## config.mk

```make
export PLATFORM = sky130hd
export DESIGN_NAME = evp_core
export DESIGN_NICKNAME = d
export VERILOG_FILES = /design/src/core/evp_core.v /design/src/core/evp_pin_sync.v /design/src/core/evp_prio_pick.v
export VERILOG_INCLUDE_DIRS = /design/src /design/src/core
export SDC_FILE = /design/constraint.sdc
export NUM_CORES = 1
export LEC_CHECK = 0
export BUFFER_PORTS_ARGS = -buffer_cell sky130_fd_sc_hd__buf_4
export CAP_MARGIN = 30
export CORE_MARGIN = 2
export CORE_UTILIZATION = 47
export DETAILED_ROUTE_END_ITERATION = 7
export HOLD_SLACK_MARGIN = 0.06
export PLACE_DENSITY = 0.8
export SYNTH_ARGS = -nofsm -noshare
export SYNTH_HDL_FRONTEND = slang
export SYNTH_SLANG_ARGS = --single-unit
```

## constraint.sdc

```tcl
create_clock -name clk -period 2.3 [get_ports clk]
set_clock_uncertainty 0.1 [all_clocks]
set_input_delay 0.345 -clock clk [delete_from_list [all_inputs] [get_ports clk]]
set_output_delay 0.345 -clock clk [all_outputs]
set_load 0.02 [all_outputs]
```

## src/core/evp_regs.vh

```
// constants for the exception entry block: vector numbers, widths, masks
// assumes plain verilog-2005 and inclusion by bare name
`ifndef EVP_REGS_VH
`define EVP_REGS_VH

// vector numbers, lowest number wins
`define EVP_VEC_RESET 6'h00
`define EVP_VEC_NMI 6'h07
`define EVP_VEC_TRAP0 8
`define EVP_VEC_BREAK 12
`define EVP_VEC_SLEEP 13
`define EVP_VEC_PIN0 14
`define EVP_VEC_PIN1 15
`define EVP_VEC_WAKE 18
`define EVP_VEC_CLKOVF 19
`define EVP_VEC_TMR8 22
`define EVP_VEC_SER1 23
`define EVP_VEC_TWI 24
`define EVP_VEC_ADC 25
`define EVP_VEC_MT0 26
`define EVP_VEC_MT1 27
`define EVP_VEC_PTMR 29
`define EVP_VEC_SER2 32

// widths and counts
`define EVP_VEC_COUNT 33
`define EVP_VEC_W 6
`define EVP_ADDR_W 16
`define EVP_ADDR_PAD 9'h000
`define EVP_ADDR_LSB 1'b0
`define EVP_PIN_COUNT 11
`define EVP_PIN_NMI 0
`define EVP_PIN_EDGE_PIN_REQUEST_0 1
`define EVP_PIN_WAKE0 5
`define EVP_TRAP_COUNT 4
`define EVP_PIN_EDGE_PIN_REQUEST_1 2
`define EVP_PIN_UPPER 3
`define EVP_WAKE_COUNT 6

// reserved vector slots, tied off
`define EVP_RSV_A_LO 1
`define EVP_RSV_A_HI 6
`define EVP_RSV_A_ZERO 6'h00
`define EVP_RSV_B_LO 20
`define EVP_RSV_B_HI 21
`define EVP_RSV_B_ZERO 2'h0
`define EVP_RSV_C 28
`define EVP_RSV_D_LO 30
`define EVP_RSV_D_HI 31
`define EVP_RSV_D_ZERO 2'h0

// vectors that the cpu mask bit never holds off: 0, 7 and 8..12
`define EVP_UNMASKED 33'h000001F81
`define EVP_NONE_REQ 33'h000000000

// pin edge select and idle levels
`define EVP_EDGE_RISE 1'b1
`define EVP_PIN_IDLE 1'b1
`define EVP_ONE_BIT 1'b1
`define EVP_ZERO_BIT 1'b0

`endif

```

## src/core/evp_core.v

```verilog
// exception entry: reset, traps, pin and peripheral requests to a vector
// assumes a cpu sequencer that flags instruction and exception completion,
// and peripherals that hold their request level until software clears it
// What this block does
// RULE_01 - reset outranks everything, uses vector 0, starts at pin release
// RULE_02 - watchdog overflow resets the chip exactly like the pin
// RULE_03 - software vector call picks vector 8 to 11 from its field
// RULE_04 - software vector call is taken regardless of the mask bit
// RULE_05 - mask bit set holds off all but reset, nmi, trap, break
// RULE_06 - entry only after current instruction or exception processing ends
// RULE_07 - several pending requests: lowest vector number served first
// RULE_08 - vector address is twice the number; fixed source numbering
// RULE_09 - low-power direct transition raises vector 13
// RULE_10 - pin request 0 on vector 14, shared with optional low-voltage
// RULE_11 - 8-bit timer compare A, B and overflow share vector 22
// RULE_12 - primary serial shares vector 23, second serial vector 32
// RULE_13 - two-wire unit's six requests share vector 24
// RULE_14 - multi timer ch0 on 26, ch1 on 27, adc 25, plain timer 29
// RULE_15 - pins detect falling edge on select 0, rising on 1; reset 0
// RULE_16 - six wake pins share one enable onto the wake vector
// RULE_17 - handlers read peripheral flags to tell shared sources apart
`timescale 1ns/10ps
`include "evp_regs.vh"

module evp_core #(
  parameter LOW_VOLT_PRESENT = 0
) (
  // clock and reset
  input wire clk,
  input wire srst,
  // chip clear pin, active low, asynchronous
  input wire chipClearPinN,
  input wire watchdogOverflow,
  // cpu sequencer
  input wire instrDone,
  input wire excDone,
  input wire programState,
  input wire maskBit,
  input wire softwareVectorCall,
  input wire [1:0] softwareVectorField,
  input wire addrBreakHit,
  input wire sleepDirect,
  input wire sleepDirectEnable,
  // external pins: nmi, edge requests 0..3, wake group 0..5
  input wire [`EVP_PIN_COUNT-1:0] pinRaw,
  input wire [`EVP_PIN_COUNT-1:0] pinEdgeSel,
  input wire [3:0] edgePinEnable,
  input wire wakeEnable,
  // peripheral request levels
  input wire lowVoltReq,
  input wire clockOverflowReq,
  input wire [2:0] timer8Req,
  input wire [3:0] serialPrimaryReq,
  input wire [5:0] twoWireReq,
  input wire adcEndReq,
  input wire [4:0] multiTimer0Req,
  input wire [5:0] multiTimer1Req,
  input wire plainTimerOvfReq,
  input wire [3:0] serialSecondReq,
  // to the cpu
  output reg coreReset,
  output reg excReq,
  output reg [`EVP_VEC_W-1:0] excVector,
  output reg [`EVP_ADDR_W-1:0] excAddr,
  output reg excInService
);

  wire clearLevel;
  wire [`EVP_PIN_COUNT-1:0] pinEdge;
  wire [`EVP_PIN_COUNT-1:0] pinEnable;
  wire [`EVP_PIN_COUNT-1:0] pinClr;
  wire [`EVP_VEC_COUNT-1:0] rawReq;
  wire [`EVP_VEC_COUNT-1:0] liveReq;
  wire anyReq;
  wire [`EVP_VEC_W-1:0] winVec;
  wire boundary;
  wire takeNow;
  wire resetRise;
  wire lowVoltShared;
  reg [`EVP_PIN_COUNT-1:0] pinPend;
  reg [`EVP_TRAP_COUNT-1:0] trapPend;
  reg breakPend;
  reg sleepPend;
  reg resetPend;
  reg next_coreReset;

  // chip clear pin through the same filtered synchroniser, no edge needed
  // limitation: a pin already low when srst ends gives a short release,
  // since the stages restart at the idle level
  evp_pin_sync clearSync (
    .clk(clk),
    .srst(srst),
    .pinRaw(chipClearPinN),
    .edgeSel(`EVP_EDGE_RISE),
    .pinLevel(clearLevel),
    .pinEdge()
  );

  // RULE_15 - per-pin edge detect
  genvar p;
  generate
    for (p = 0; p < `EVP_PIN_COUNT; p = p + 1) begin : gPin
      // vector that this pin's latch feeds; all wake pins land on one number
      localparam integer VEC = (p == `EVP_PIN_NMI) ? `EVP_VEC_NMI :
        (p < `EVP_PIN_WAKE0) ? (`EVP_VEC_PIN0 + p - `EVP_PIN_EDGE_PIN_REQUEST_0) : `EVP_VEC_WAKE;
      evp_pin_sync pinSync (
        .clk(clk),
        .srst(srst),
        .pinRaw(pinRaw[p]),
        .edgeSel(pinEdgeSel[p]),
        .pinLevel(),
        .pinEdge(pinEdge[p])
      );
      // RULE_16 - wake pins common enable
      if (p == `EVP_PIN_NMI) begin : gNmi
        assign pinEnable[p] = `EVP_ONE_BIT;
      end else if (p < `EVP_PIN_WAKE0) begin : gIrq
        assign pinEnable[p] = edgePinEnable[p-`EVP_PIN_EDGE_PIN_REQUEST_0];
      end else begin : gWake
        assign pinEnable[p] = wakeEnable;
      end
      // a latched edge is dropped once its vector is entered
      assign pinClr[p] = takeNow && (winVec == VEC[`EVP_VEC_W-1:0]);
      // an edge in the very cycle of the clear still lands
      // the latch is dropped on any core reset, so edges seen then are lost
      always @(posedge clk) begin
        if (srst || coreReset) begin
          pinPend[p] <= `EVP_ZERO_BIT;
        end else if (pinEdge[p]) begin
          pinPend[p] <= `EVP_ONE_BIT;
        end else if (pinClr[p]) begin
          pinPend[p] <= `EVP_ZERO_BIT;
        end
      end
    end
  endgenerate

  // RULE_01 - reset hold and release
  // RULE_02 - watchdog same path
  // holding the core while the pin is low; one cycle for a watchdog pulse
  always @* begin
    next_coreReset = srst || watchdogOverflow || (clearLevel == `EVP_ZERO_BIT);
  end

  assign resetRise = coreReset && !next_coreReset;

  // registered so the core sees a clean level; srst is folded into the next value
  always @(posedge clk) begin
    coreReset <= next_coreReset;
  end

  // reset vector is pending from the release until it is presented
  // it needs no boundary, so it is taken the cycle after coreReset falls
  always @(posedge clk) begin
    if (srst || next_coreReset) begin
      resetPend <= `EVP_ZERO_BIT;
    end else if (resetRise) begin
      resetPend <= `EVP_ONE_BIT;
    end else if (takeNow && (winVec == `EVP_VEC_RESET)) begin
      resetPend <= `EVP_ZERO_BIT;
    end
  end

  // RULE_03 - trap field to one-hot
  // RULE_04 - trap ignores mask bit
  // a call outside the program state is dropped, never held for later
  always @(posedge clk) begin
    if (srst || coreReset) begin
      trapPend <= {`EVP_TRAP_COUNT{`EVP_ZERO_BIT}};
    end else begin
      trapPend <= (trapPend & ~liveClrTrap(takeNow, winVec)) |
        ((softwareVectorCall && programState) ? onehotTrap(softwareVectorField) :
        {`EVP_TRAP_COUNT{`EVP_ZERO_BIT}});
    end
  end

  // one-hot of the two-bit trap field
  function [`EVP_TRAP_COUNT-1:0] onehotTrap;
    input [1:0] field;
    begin
      onehotTrap = {{(`EVP_TRAP_COUNT-1){`EVP_ZERO_BIT}}, `EVP_ONE_BIT} << field;
    end
  endfunction

  // which trap bit the current entry retires
  function [`EVP_TRAP_COUNT-1:0] liveClrTrap;
    input take;
    input [`EVP_VEC_W-1:0] vec;
    integer t;
    begin
      liveClrTrap = {`EVP_TRAP_COUNT{`EVP_ZERO_BIT}};
      for (t = 0; t < `EVP_TRAP_COUNT; t = t + 1) begin
        if (take && (vec == (`EVP_VEC_TRAP0 + t))) begin
          liveClrTrap[t] = `EVP_ONE_BIT;
        end
      end
    end
  endfunction

  // RULE_09 - direct transition latch
  // break and sleep arrive as pulses; set wins over the entry clear
  // a sleep latch left while disabled fires once the enable comes up
  always @(posedge clk) begin
    if (srst || coreReset) begin
      breakPend <= `EVP_ZERO_BIT;
      sleepPend <= `EVP_ZERO_BIT;
    end else begin
      if (addrBreakHit) begin
        breakPend <= `EVP_ONE_BIT;
      end else if (takeNow && (winVec == `EVP_VEC_BREAK)) begin
        breakPend <= `EVP_ZERO_BIT;
      end
      if (sleepDirect) begin
        sleepPend <= `EVP_ONE_BIT;
      end else if (takeNow && (winVec == `EVP_VEC_SLEEP)) begin
        sleepPend <= `EVP_ZERO_BIT;
      end
    end
  end

  // RULE_10 - low-voltage shares vector 14
  // absent variants tie it off so a floating input cannot fire
  assign lowVoltShared = (LOW_VOLT_PRESENT != 0) ? lowVoltReq : `EVP_ZERO_BIT;

  // RULE_08 - source to vector map
  // reserved numbers stay zero; shared vectors are or-ed
  // RULE_17 - shared sources or-ed
  // the vector cannot tell them apart, software reads the peripheral flags
  assign rawReq[`EVP_VEC_RESET] = resetPend;
  // system slots below the nmi never request
  assign rawReq[`EVP_RSV_A_HI:`EVP_RSV_A_LO] = `EVP_RSV_A_ZERO;
  assign rawReq[`EVP_VEC_NMI] = pinPend[`EVP_PIN_NMI];
  assign rawReq[`EVP_VEC_TRAP0 +: `EVP_TRAP_COUNT] = trapPend;
  assign rawReq[`EVP_VEC_BREAK] = breakPend;
  // the direct transition waits in its latch until enabled
  assign rawReq[`EVP_VEC_SLEEP] = sleepPend && sleepDirectEnable;
  // edge requests: each latch is gated by its own enable bit
  assign rawReq[`EVP_VEC_PIN0] = (pinPend[`EVP_PIN_EDGE_PIN_REQUEST_0] && pinEnable[`EVP_PIN_EDGE_PIN_REQUEST_0]) || lowVoltShared;
  assign rawReq[`EVP_VEC_PIN1 +: `EVP_PIN_UPPER] = pinPend[`EVP_PIN_EDGE_PIN_REQUEST_1 +: `EVP_PIN_UPPER] &
    pinEnable[`EVP_PIN_EDGE_PIN_REQUEST_1 +: `EVP_PIN_UPPER];
  // any of the six wake latches raises the one shared vector
  assign rawReq[`EVP_VEC_WAKE] = |(pinPend[`EVP_PIN_WAKE0 +: `EVP_WAKE_COUNT] &
    pinEnable[`EVP_PIN_WAKE0 +: `EVP_WAKE_COUNT]);
  assign rawReq[`EVP_VEC_CLKOVF] = clockOverflowReq;
  // reserved gap above the clock overflow
  assign rawReq[`EVP_RSV_B_HI:`EVP_RSV_B_LO] = `EVP_RSV_B_ZERO;
  // RULE_11 - 8-bit timer combined
  assign rawReq[`EVP_VEC_TMR8] = |timer8Req;
  // RULE_12 - serial units combined
  assign rawReq[`EVP_VEC_SER1] = |serialPrimaryReq;
  // RULE_13 - two-wire combined
  assign rawReq[`EVP_VEC_TWI] = |twoWireReq;
  // RULE_14 - timers and adc
  assign rawReq[`EVP_VEC_ADC] = adcEndReq;
  assign rawReq[`EVP_VEC_MT0] = |multiTimer0Req;
  assign rawReq[`EVP_VEC_MT1] = |multiTimer1Req;
  // reserved slot between the timer channels and the plain timer
  assign rawReq[`EVP_RSV_C] = `EVP_ZERO_BIT;
  assign rawReq[`EVP_VEC_PTMR] = plainTimerOvfReq;
  // reserved pair just below the second serial unit
  assign rawReq[`EVP_RSV_D_HI:`EVP_RSV_D_LO] = `EVP_RSV_D_ZERO;
  // RULE_12 - second serial unit
  assign rawReq[`EVP_VEC_SER2] = |serialSecondReq;

  // RULE_05 - mask bit hold-off
  // masked requests stay pending in their sources, only their entry waits
  // reset, nmi, traps and break pass whatever the mask bit says
  assign liveReq = rawReq & (maskBit ? `EVP_UNMASKED : ~`EVP_NONE_REQ);

  evp_prio_pick pick (
    .reqVec(liveReq),
    .anyReq(anyReq),
    .winVec(winVec)
  );

  // RULE_06 - entry at boundaries only
  // a new entry waits for the previous exception processing to finish,
  // except the reset vector, which starts straight after release
  // instrDone during entry processing is ignored, so a handler's first
  // instruction cannot be cut short by a fresh entry
  assign boundary = excDone || (instrDone && !excInService);
  assign takeNow = !coreReset && anyReq && (boundary || (winVec == `EVP_VEC_RESET));

  // RULE_08 - vector address twice number
  // the request strobe is one cycle; vector and address hold until the next entry
  // excInService marks entry processing from the strobe until excDone
  always @(posedge clk) begin
    if (srst) begin
      excReq <= `EVP_ZERO_BIT;
      excVector <= `EVP_VEC_RESET;
      excAddr <= {`EVP_ADDR_PAD, `EVP_VEC_RESET, `EVP_ADDR_LSB};
      excInService <= `EVP_ZERO_BIT;
    end else begin
      excReq <= takeNow;
      if (takeNow) begin
        excVector <= winVec;
        excAddr <= {`EVP_ADDR_PAD, winVec, `EVP_ADDR_LSB};
      end
      if (takeNow) begin
        excInService <= `EVP_ONE_BIT;
      end else if (excDone || coreReset) begin
        excInService <= `EVP_ZERO_BIT;
      end
    end
  end

endmodule

```

## src/core/evp_pin_sync.v

```verilog
// one external pin: three-stage synchroniser, agreement filter, edge pick
// assumes the pin is asynchronous to clk and the edge select is static enough
`timescale 1ns/10ps
`include "evp_regs.vh"

module evp_pin_sync (
  // clock and reset
  input wire clk,
  input wire srst,
  // pin and selection
  input wire pinRaw,
  input wire edgeSel,
  // filtered level and chosen-edge pulse
  output reg pinLevel,
  output reg pinEdge
);

  reg syncA;
  reg syncB;
  reg syncC;
  wire agree;
  wire changed;

  // syncA is read by syncB alone
  always @(posedge clk) begin
    if (srst) begin
      syncA <= `EVP_PIN_IDLE;
      syncB <= `EVP_PIN_IDLE;
      syncC <= `EVP_PIN_IDLE;
    end else begin
      syncA <= pinRaw;
      syncB <= syncA;
      syncC <= syncB;
    end
  end

  // a change counts only once the last two stages agree
  assign agree = (syncB == syncC);
  assign changed = agree && (syncC != pinLevel);

  // RULE_15 - edge select decode
  always @(posedge clk) begin
    if (srst) begin
      pinLevel <= `EVP_PIN_IDLE;
      pinEdge <= `EVP_ZERO_BIT;
    end else begin
      pinEdge <= changed && ((syncC == `EVP_ONE_BIT) == (edgeSel == `EVP_EDGE_RISE));
      if (changed) begin
        pinLevel <= syncC;
      end
    end
  end

endmodule

```

## src/core/evp_prio_pick.v

```verilog
// fixed-priority pick over all vector requests, lowest vector number first
// assumes requests are already masked and enabled; purely combinational
`timescale 1ns/10ps
`include "evp_regs.vh"

module evp_prio_pick (
  // request per vector number
  input wire [`EVP_VEC_COUNT-1:0] reqVec,
  // winner
  output reg anyReq,
  output reg [`EVP_VEC_W-1:0] winVec
);

  integer i;

  // RULE_07 - lowest number wins
  // scanning downward lets the lowest set bit overwrite all others
  always @* begin
    anyReq = `EVP_ZERO_BIT;
    winVec = `EVP_VEC_RESET;
    for (i = `EVP_VEC_COUNT - 1; i >= 0; i = i - 1) begin
      if (reqVec[i]) begin
        anyReq = `EVP_ONE_BIT;
        winVec = i[`EVP_VEC_W-1:0];
      end
    end
  end

endmodule

```

# --- Word level (Yosys, flattened, before mapping) ---
# Cells that the tools add are included.
totals:
  register_bits: 86
  input_bits: 73
  out_inout_bits: 25
  elab_cells: 310
classes:
  n_eq_ne: 47
  shift: 1
  mux: 101
  n_bitwise: 7
  n_reduce_logical: 76
ops:
  columns: ["cell", "count"]
  rows:
  - ["$mux W6", 33]
  - ["$mux W1", 66]
  - ["$eq A6 B4 Y1 const B", 8]
  - ["$logic_and A1 B1 Y1", 43]
  - ["$and A33 B33 Y33", 1]
  - ["$mux W33", 1]
  - ["$reduce_bool A2 Y1", 15]
  - ["$eq A1 B1 Y1", 23]
  - ["$eq A6 B5 Y1 const B", 3]
  - ["$reduce_or A6 Y1", 3]
  - ["$ne A1 B1 Y1", 12]
  - ["$reduce_or A4 Y1", 2]
  - ["$logic_or A1 B1 Y1", 7]
  - ["$and A6 B6 Y6", 1]
  - ["$eq A6 B3 Y1 const B", 1]
  - ["$logic_not A6 Y1", 1]
  - ["$reduce_or A5 Y1", 1]
  - ["$and A4 B4 Y4", 1]
  - ["$mux W4", 1]
  - ["$not A4 Y4", 1]
  - ["$or A4 B4 Y4", 1]
  - ["$shl A1 B2 Y4 const A", 1]
  - ["$and A3 B3 Y3", 1]
  - ["$logic_not A1 Y1", 3]
  - ["2 further kinds", 2]

# --- Depth between registers and ports, before layout ---
# Gate-level depths: netlist of run 1.
depth:
  word_depth: 45
  depth_mapped: 7
  mapped_depth_nobuf: 6

# --- Hierarchy ---
# A second synthesis of run 1 with hierarchy kept.
hier_totals:
  hier_cells: 400
  area_unflattened_um2: 3728.6
modules_own_cells:
  columns: ["module", "instances", "cells_each", "area_each_um2", "seq_area_each_um2"]
  rows:
  - ["evp_pin_sync", 12, 14, 158.9, 100.1]
  - ["evp_core", 1, 165, 1415.1, 540.5]
  - ["evp_prio_pick", 1, 67, 406.6, 0.0]

# --- Worst setup path before layout of run 1 ---
# No wires, ideal clock.
synth_path:
  path_kind: "in2reg"
  startpoint: "input port twoWireReq[1]"
  endpoint: "register excVector[4]"
  setup_time_ns: 0.121
  t_arrival_ns: 2.019
  t_required_ns: 2.079
  slack_ns: 0.060
  cell_stages: 6
  n_path_buf: 0
  cell_sequence: "or4_1 -> nor2_1 -> a31oi_1 -> o22a_4 -> o211ai_4 -> mux2_4"
synth_between:
  elab_chain_len: 30
  elab_cells_between_ends: 56
  classes_between: "mux: 50; bitwise: 1; reduce/logical: 5"
synth_lines:
  columns: ["item", "line", "text"]
  rows:
  - ["start: declaration", "evp_core.v:54", "input wire [5:0] twoWireReq,"]
  - ["$reduce_or A6 Y1 *", "evp_core.v:252", "assign rawReq[`EVP_VEC_TWI] = |twoWireReq;"]
  - ["$and A33 B33 Y33 *", "evp_core.v:268", "assign liveReq = rawReq & (maskBit ? `EVP_UNMASKED : ~`EVP_NONE_REQ);"]
  - ["$mux W6 (25 in series)", "evp_prio_pick.v:22", "if (reqVec[i]) begin"]
  - ["$logic_not A6 Y1 (no line)", null, null]
  - ["$logic_or A1 B1 Y1", "evp_core.v:282", "assign takeNow = !coreReset && anyReq && (boundary || (winVec == `EVP_VEC_RESET));"]
  - ["$logic_and A1 B1 Y1", "evp_core.v:282", null]
  - ["end signal: assignment", "evp_core.v:290", "excVector <= `EVP_VEC_RESET;"]
  - ["end signal: assignment", "evp_core.v:296", "excVector <= winVec;"]
  - ["end: declaration", "evp_core.v:63", "output reg [`EVP_VEC_W-1:0] excVector,"]
# Every way passes the cells marked *; elsewhere a longest branch is shown, timed or not.
# A chain may end at the register's enable or synchronous reset.

# --- Final worst setup path of run 1 ---
layout_path:
  startpoint: "register pinPend[2]"
  endpoint: "register pinPend[3]"
layout_between:
  elab_chain_len: 23
  elab_cells_between_ends: 41
  classes_between: "eq/ne: 1; mux: 32; bitwise: 2; reduce/logical: 6"
layout_lines:
  columns: ["item", "line", "text"]
  rows:
  - ["start: declaration", "evp_core.v:80", "reg [`EVP_PIN_COUNT-1:0] pinPend;"]
  - ["start signal: indexed assignment", "evp_core.v:128", "pinPend[p] <= `EVP_ZERO_BIT;"]
  - ["start signal: indexed assignment", "evp_core.v:130", "pinPend[p] <= `EVP_ONE_BIT;"]
  - ["start signal: indexed assignment", "evp_core.v:132", "pinPend[p] <= `EVP_ZERO_BIT;"]
  - ["$and A3 B3 Y3 *", "evp_core.v:239", "assign rawReq[`EVP_VEC_PIN1 +: `EVP_PIN_UPPER] = pinPend[`EVP_PIN_EDGE_PIN_REQUEST_1 +: `EVP_PIN_UPPER] &"]
  - ["$and A33 B33 Y33 *", "evp_core.v:268", null]
  - ["$mux W6 (16 in series)", "evp_prio_pick.v:22", null]
  - ["$logic_not A6 Y1 (no line)", null, null]
  - ["$logic_or A1 B1 Y1", "evp_core.v:282", null]
  - ["$logic_and A1 B1 Y1", "evp_core.v:282", null]
  - ["$logic_and A1 B1 Y1 *", "evp_core.v:123", "assign pinClr[p] = takeNow && (winVec == VEC[`EVP_VEC_W-1:0]);"]
  - ["$reduce_bool A2 Y1 (no line) *", null, null]
# Marked as above.

==> results.ini, run 1 <==
[run_status]
status=finished clean

[critical_path]
crit_required_ns=2.45
rr_startpoint=pinPend[2]$_SDFFE_PP0P_
worstSetupPathType=reg -> reg
r2r_cells=8
crit_fanout=7
worstSetupStartpointType=flip-flop
worst_setup_path_end_kind=flip-flop
rrSetupSlack_ns=0.05
cp.arrival_ns=2.40
r2r_end=pinPend[3]$_SDFFE_PP0P_

[floorplan]
num_rows=32
initial_core_util_pct=47.7
die_y_um=91.9
io_pins=98
die-area_um2=8440
core_area_um2=7610
dieWidth_um=91.9

[run]
cap_viol_max_count=0

[final_layout]
drive_gt1_share_pct=37.6
n_antenna_cell=0
area_delta_synth_final_pct=34.7
fin_cells=607
post-route-util_pct=64.3
nNetsFinal=573

[clocking]
root_buffer=clkbuf_8
cts_tree=built
cts_buffers=9
clk_latency_ns=0.36
ctsHtreeMaxLevel=3
cts_max_path_buffers=2
clkTransAtPathRegs_ns=0.08
cts_sinks=86

[timing]
fmax_ghz=0.445
slew_headroom_pct=65.9
worst_slew_pin_slew_ns=0.499
fin_crit_ns=2.25
hold_viol_final=0
drv_slew=0
rsz0062_at_grt=true
setup_violations=0
fin_crit_sh_pct=97.8

[min_path]
min_to=coreReset$_DFF_P_
hold_path_depth=3
min_path_type=in -> reg
holdCritStartpoint=watchdogOverflow

[logic_synthesis]
synth_edf_count=0
synth_area_leader_cell=dfxtp_1
syn_inst=383
ys.warnings.count=0
ys_types=55
synth.area.top_cells=dfxtp_1 47%, or2_2 6.5%, a21oi_1 4.4%, nor2_1 3.6%, buf_4 3.3%
syn_area_per_cell_um2=9.48
synth_ff_type=dfxtp_1
ys_ff_latch=86
seq_area_frac_synth_pct=47.4
synth_top_area_share_pct=47.4
syn-cell-area_um2=3630
async_reset_ff_share_pct=0

[route]
vias=3210
postRouteAntennaNets=0
drtIter0Drc=114
via_per_inst=5.29
route.detailed.drc=0
wl_per_cell_um=13.4
wl_mm=8.11
dr.pass1.iters=4

[place]
dp_cells=579
io_buffers=86
gp_congestion=0.854
post-dp-hpwl_mm=5.83

[global_routing]
grt_first_pass_wirelength_mm=12.8
antenna_found_initial=0
grt_pass1_vias=2980
grt_max_degree=47
grt_util_all_layers_pct=18.9
gr-total-overflow=0

[power_and_ir_drop]
power_mw=3.03
power_density_nw_per_um2=620
p_leak_nw=2.07
vdd.ir_drop.worst_v=0.000406

-- logic make-up (layout without fill, tap and decap cells) --
kind of cell | after synthesis | in the layout | synth area share [%]
other cells | 1 | 10 | 0.103
simple gates | 155 | 155 | 25.3
compound gates | 101 | 101 | 19.9
buf+inv | 34 | 147 | 5.17
flops | 86 | 86 | 47.4
mux | 6 | 6 | 2.07
-- timing repair --
| item | in CTS | in global routing |
|---|---|---|
| resized for setup | 6 | 10 |
| setup endpoints to repair | 6 | 21 |
| hold endpoints to repair | 11 | 1 |
| pin swaps | 2 | 3 |
| buffers inserted | 0 | 0 |
| hold buffers | 11 | 1 |
-- cell usage in the layout (no fill, tap or decap), types with 3 or more instances in the layout --
master           n
buf_4          112
dfxtp_1         85
or2_2           38
nor2_1          35
a21oi_1         32
nand3b_1        14
o21bai_1        13
nand2_1         12
nand4b_1        12
dlygate4sd3_1   12
conb_1          10
clkbuf_8        10
a31oi_1          9
o21ai_0          8
nor3_1           7
inv_1            6
a22o_1           6
nor4_1           5
nand2b_1         5
and2_1           5
a32o_1           3
nand4_1          3
nor2b_1          3
mux2_4           3
mux2i_1          3
-- how the worst max path moves through the flow --
stage | startpoint | to | slack, ns | cells after the start
6_report | pinPend[2]$_SDFFE_PP0P_ | pinPend[3]$_SDFFE_PP0P_ | 0.05 | 8
5_1_grt | trapPend[2]$_SDFF_PP0_ | excVector[1]$_SDFFE_PP0P_ | -0.05 | 8
4_1_cts | pinPend[8]$_SDFFE_PP0P_ | pinPend[9]$_SDFFE_PP0P_ | 0.0005 | 8
3_5_place_dp | multiTimer1Req[1] | pinPend[3]$_SDFFE_PP0P_ | -0.16 | 9
3_3_place_gp | multiTimer1Req[1] | pinPend[3]$_SDFFE_PP0P_ | -0.16 | 9
2_1_floorplan | twoWireReq[1] | excVector[4]$_SDFFE_PP0P_ | 0.06 | 6
-- flip-flops by register name, indices dropped and copies added (netlist names) --
| name | count |
|---|---|
| gPin.pinSync.syncC | 11 |
| gPin.pinSync.syncA | 11 |
| clearSync.syncA | 1 |
| clearSync.syncB | 1 |
| sleepPend | 1 |
| excReq | 1 |
| excVector | 6 |
| trapPend | 4 |
| resetPend | 1 |
| gPin.pinSync.syncB | 11 |
| clearSync.syncC | 1 |
| coreReset | 1 |
| pinPend | 11 |
| excInService | 1 |
| breakPend | 1 |
| clearSync.pinLevel | 1 |
| gPin.pinSync.pinEdge | 11 |
| gPin.pinSync.pinLevel | 11 |
-- synthesized netlist by cell type, drive strengths merged, types with 9 or more instances --
cell / instances
a21oi: 32
a31oi: 9
buf: 17
clkbuf: 11
dfxtp: 86
nand2: 12
nand3b: 14
nand4b: 12
nor2: 35
o21bai: 13
or2: 38
-- final cells by class --
class | instances | area, µm²
Clock buffer | 11 | 141
Clock inverter | 5 | 66.3
Fill cell | 642 | 2720
Inverter | 6 | 22.5
Multi-Input combinational cell | 272 | 1840
Sequential cell | 86 | 1720
Tap cell | 102 | 128
Timing Repair Buffer | 125 | 972
-- stage by stage --
step	TNS [ns]	hold slack [ns]	setup slack [ns]	instance area, µm²
6_report	0	0.0783	0.0512	4890
5_1_grt	-0.236	0.101	-0.0507	4890
4_1_cts	0	0.0605	0.000459	4810
3_5_place_dp	-1.67	0.278	-0.164	4480
3_3_place_gp	-1.69	0.273	-0.158	4480
2_1_floorplan	0	0.266	0.0603	3660
-- routing by layer --
layer | up-vias | track usage, % | share of wire, %
li1 | 1603 | - | -
met5 | - | 0 | 0
met2 | 103 | 31.6 | 48
met1 | 1483 | 21.7 | 42
met4 | 0 | 10.3 | 2.8
met3 | 21 | 5.75 | 7.0
-- report_power, final --
group,switching [mW],total (mW),internal [mW]
logic,0.174,0.383,0.209
registers,0.0244,1.55,1.52
clock network,0.556,1.10,0.545
total,0.755,3.03,2.28
-- worst max-delay path: stages (launching register included) --
cell and delay (ns):
dfxtp_1 0.32, buf_4 0.13, a22oi_1 0.31, a2111oi_0 0.15, o31ai_1 0.42, o31ai_4 0.20, o41ai_2 0.29, buf_4 0.17
a21oi_1 0.05
Power figures use the tool's default switching activity.
==> run 2: changes to the inputs <==
- RECOVER_POWER: default -> 50
==> run 2 against run 1 <==
  * Final cell count unchanged
  * Clock power about the same
  * Sequential share of layout area about the same
  * Hold slack improved by 0.0010 ns
  * Routed wire length decreased by 0.67%
  * Combinational power about the same
  * Critical path type unchanged
  * Largest power group unchanged
==> results.ini, run 2 (synthesis gave the netlist of run 1 again) <==
[timing]
worst_slew_pin_slew_ns=0.952  ; was 0.499 ns
slew_headroom_pct=36.5  ; was 65.9%
setup_violations=0  ; unchanged
fmax_ghz=0.446  ; was 0.445 GHz
fin_crit_ns=2.24  ; was 2.25 ns
setup_slack_ns=0.0603  ; was 0.0512 ns
hold_viol_final=0  ; unchanged
rsz0062_at_grt=true  ; unchanged
fin_crit_sh_pct=97.4  ; was 97.8%
final.setup.tns_ns=0  ; unchanged
drv_slew=0  ; unchanged

[clocking]
clk_latency_ns=0.36  ; about the same
post_cts_buffers=0  ; unchanged
cts_sinks=86  ; unchanged
cts_buffers=9  ; unchanged
cts_tree=built  ; unchanged
cts_max_path_buffers=2  ; unchanged
clkTransAtPathRegs_ns=0.09  ; was 0.08 ns
root_buffer=clkbuf_8  ; unchanged
ctsHtreeMaxLevel=3  ; unchanged

[place]
gp_congestion=0.854  ; unchanged
io_buffers=86  ; unchanged
dpl_cell_area_um2=4480  ; unchanged
dp_cells=579  ; unchanged
post-dp-hpwl_mm=5.83  ; unchanged
dpl_worst_slack_ns=-0.164  ; unchanged

[critical_path]
r2r_cells=7  ; was 8
worstSetupPathType=reg -> reg  ; unchanged
worst_setup_path_end_kind=flip-flop  ; unchanged
r2r_end=excVector[2]$_SDFFE_PP0P_  ; was pinPend[3]$_SDFFE_PP0P_
crit_family=compound AO/OA/AOI/OAI gates  ; unchanged
crit_path_max_incr_delay_ns=0.34  ; was 0.42 ns
cp_num_buf_inv=1  ; was 2
crit_fanout=4  ; was 7
rrSetupSlack_ns=0.06  ; was 0.05 ns
slowest_stage=dfxtp_2  ; was o31ai_1
crit_required_ns=2.46  ; was 2.45 ns
cp.arrival_ns=2.40  ; about the same
rr_startpoint=pinPend[10]$_SDFFE_PP0P_  ; was pinPend[2]$_SDFFE_PP0P_
crit_chain=nor4_4, buf_4, a311oi_4, or3_1, o22a_4, o211ai_4, mux2_4  ; was buf_4, a22oi_1, a2111oi_0, o31ai_1, o31ai_4, o41ai_2, buf_4, a21oi_1
worstSetupStartpointType=flip-flop  ; unchanged
cp.depth=7  ; was 8

[route]
postRouteAntennaNets=0  ; unchanged
dr.pass1.iters=4  ; unchanged
vias=3215  ; was 3,210
route.detailed.drc=0  ; unchanged
wl_mm=8.06  ; was 8.11 mm
via_per_inst=5.30  ; was 5.29
drtIter0Drc=124  ; was 114
wl_per_cell_um=13.3  ; was 13.4 µm

[power_and_ir_drop]
power.internal_mw=2.28  ; about the same
p_sw_mw=0.754  ; was 0.755 mW
switching_share_pct=24.9  ; about the same
pwr-share-comb_pct=12.6  ; about the same
p_leak_nw=2.06  ; was 2.07 nW
power_mw=3.03  ; about the same
vdd.ir_drop.worst_v=0.000405  ; was 0.000406 V
p_clk_share_pct=36.3  ; about the same
pwr-share-seq_pct=51.1  ; was 51.0%
power_density_nw_per_um2=620  ; about the same

[min_path]
min_path_type=in -> reg  ; unchanged
hold_path_depth=3  ; unchanged
holdCritStartpoint=watchdogOverflow  ; unchanged
min_to=coreReset$_DFF_P_  ; unchanged

[final_layout]
nNetsFinal=573  ; unchanged
drive_gt1_share_pct=37.4  ; was 37.6%
area_delta_synth_final_pct=34.6  ; was 34.7%
fin_cells=607  ; unchanged
final_common_cell=buf_4  ; unchanged
final_cell_mix=111 x buf_4, 85 x dfxtp_1, 38 x or2_2  ; was 112 x buf_4, 85 x dfxtp_1, 38 x or2_2
stdcell_area_um2=4890  ; about the same
n_antenna_cell=0  ; unchanged

[floorplan]
core_area_um2=7610  ; unchanged
initial_core_util_pct=47.7  ; unchanged
num_rows=32  ; unchanged
io_pins=98  ; unchanged
die-area_um2=8440  ; unchanged
die_y_um=91.9  ; unchanged
dieWidth_um=91.9  ; unchanged

[global_routing]
antenna_found_initial=0  ; unchanged
grt_max_degree=47  ; unchanged
gr-total-overflow=0  ; unchanged
grt_first_pass_wirelength_mm=12.8  ; unchanged
grt_util_all_layers_pct=18.9  ; unchanged
grt_pass1_vias=2980  ; unchanged

[run]
cap_viol_max_count=0  ; unchanged

[run_status]
status=finished clean  ; unchanged

run 2: routing by layer:
metal	global-route usage, %	vias up	share of wire, %
met5	0	-	0
met4	10.3	0	2.9
met3	5.75	23	6.8
met2	31.6	103	48
met1	21.7	1486	42
li1	-	1603	-
run 2: power by group through the flow:
stage	clock network [mW]	registers, mW	logic (mW)
6_report	1.10	1.55	0.382
5_1_grt	1.19	1.55	0.413
4_1_cts	1.12	1.55	0.371
3_5_place_dp	0	1.58	0.353
3_3_place_gp	0	1.58	0.346
2_1_floorplan	0	1.59	0.182
run 2: timing repair:
action                                  CTS  global route
hold buffers                             11             1
hold endpoints to repair                 11             1
resized for setup                         6            10
endpoints found under the setup margin    6            21
pin swaps                                 2             3
gates cloned                              0             0
run 2: area by class of cell:
| type | count | area (µm²) |
|---|---|---|
| fillers | 644 | 2720 |
| multi-input cells | 272 | 1840 |
| well taps | 102 | 128 |
| flip-flops and latches | 86 | 1720 |
| clock buffers | 11 | 141 |
| clock inverters | 5 | 66.3 |
| repair buffers | 125 | 968 |
| inverters | 6 | 22.5 |
run 2: metrics by stage:
step,util [%],hold slack [ns]
detailed placement,58.8,0.278
finish,64.2,0.0793
global placement,58.8,0.273
CTS,63.3,0.0605
floorplan,-,0.266
global route,64.2,0.101
run 2: worst max-delay path by stage:
stage | start | end
6_report | pinPend[10]$_SDFFE_PP0P_ | excVector[2]$_SDFFE_PP0P_
5_1_grt | trapPend[2]$_SDFF_PP0_ | excVector[1]$_SDFFE_PP0P_
4_1_cts | pinPend[8]$_SDFFE_PP0P_ | pinPend[9]$_SDFFE_PP0P_
3_5_place_dp | multiTimer1Req[1] | pinPend[3]$_SDFFE_PP0P_
3_3_place_gp | multiTimer1Req[1] | pinPend[3]$_SDFFE_PP0P_
2_1_floorplan | twoWireReq[1] | excVector[4]$_SDFFE_PP0P_
run 2: worst reg2reg max path: cells and delay by family (launching register included):
kind	cells	cell delay [ns]
buffers and inverters	1	0.18
DFF	1	0.34
and+or+nand+nor	2	0.59
muxes	1	0.33
AOI/OAI and AO/OA	3	0.62
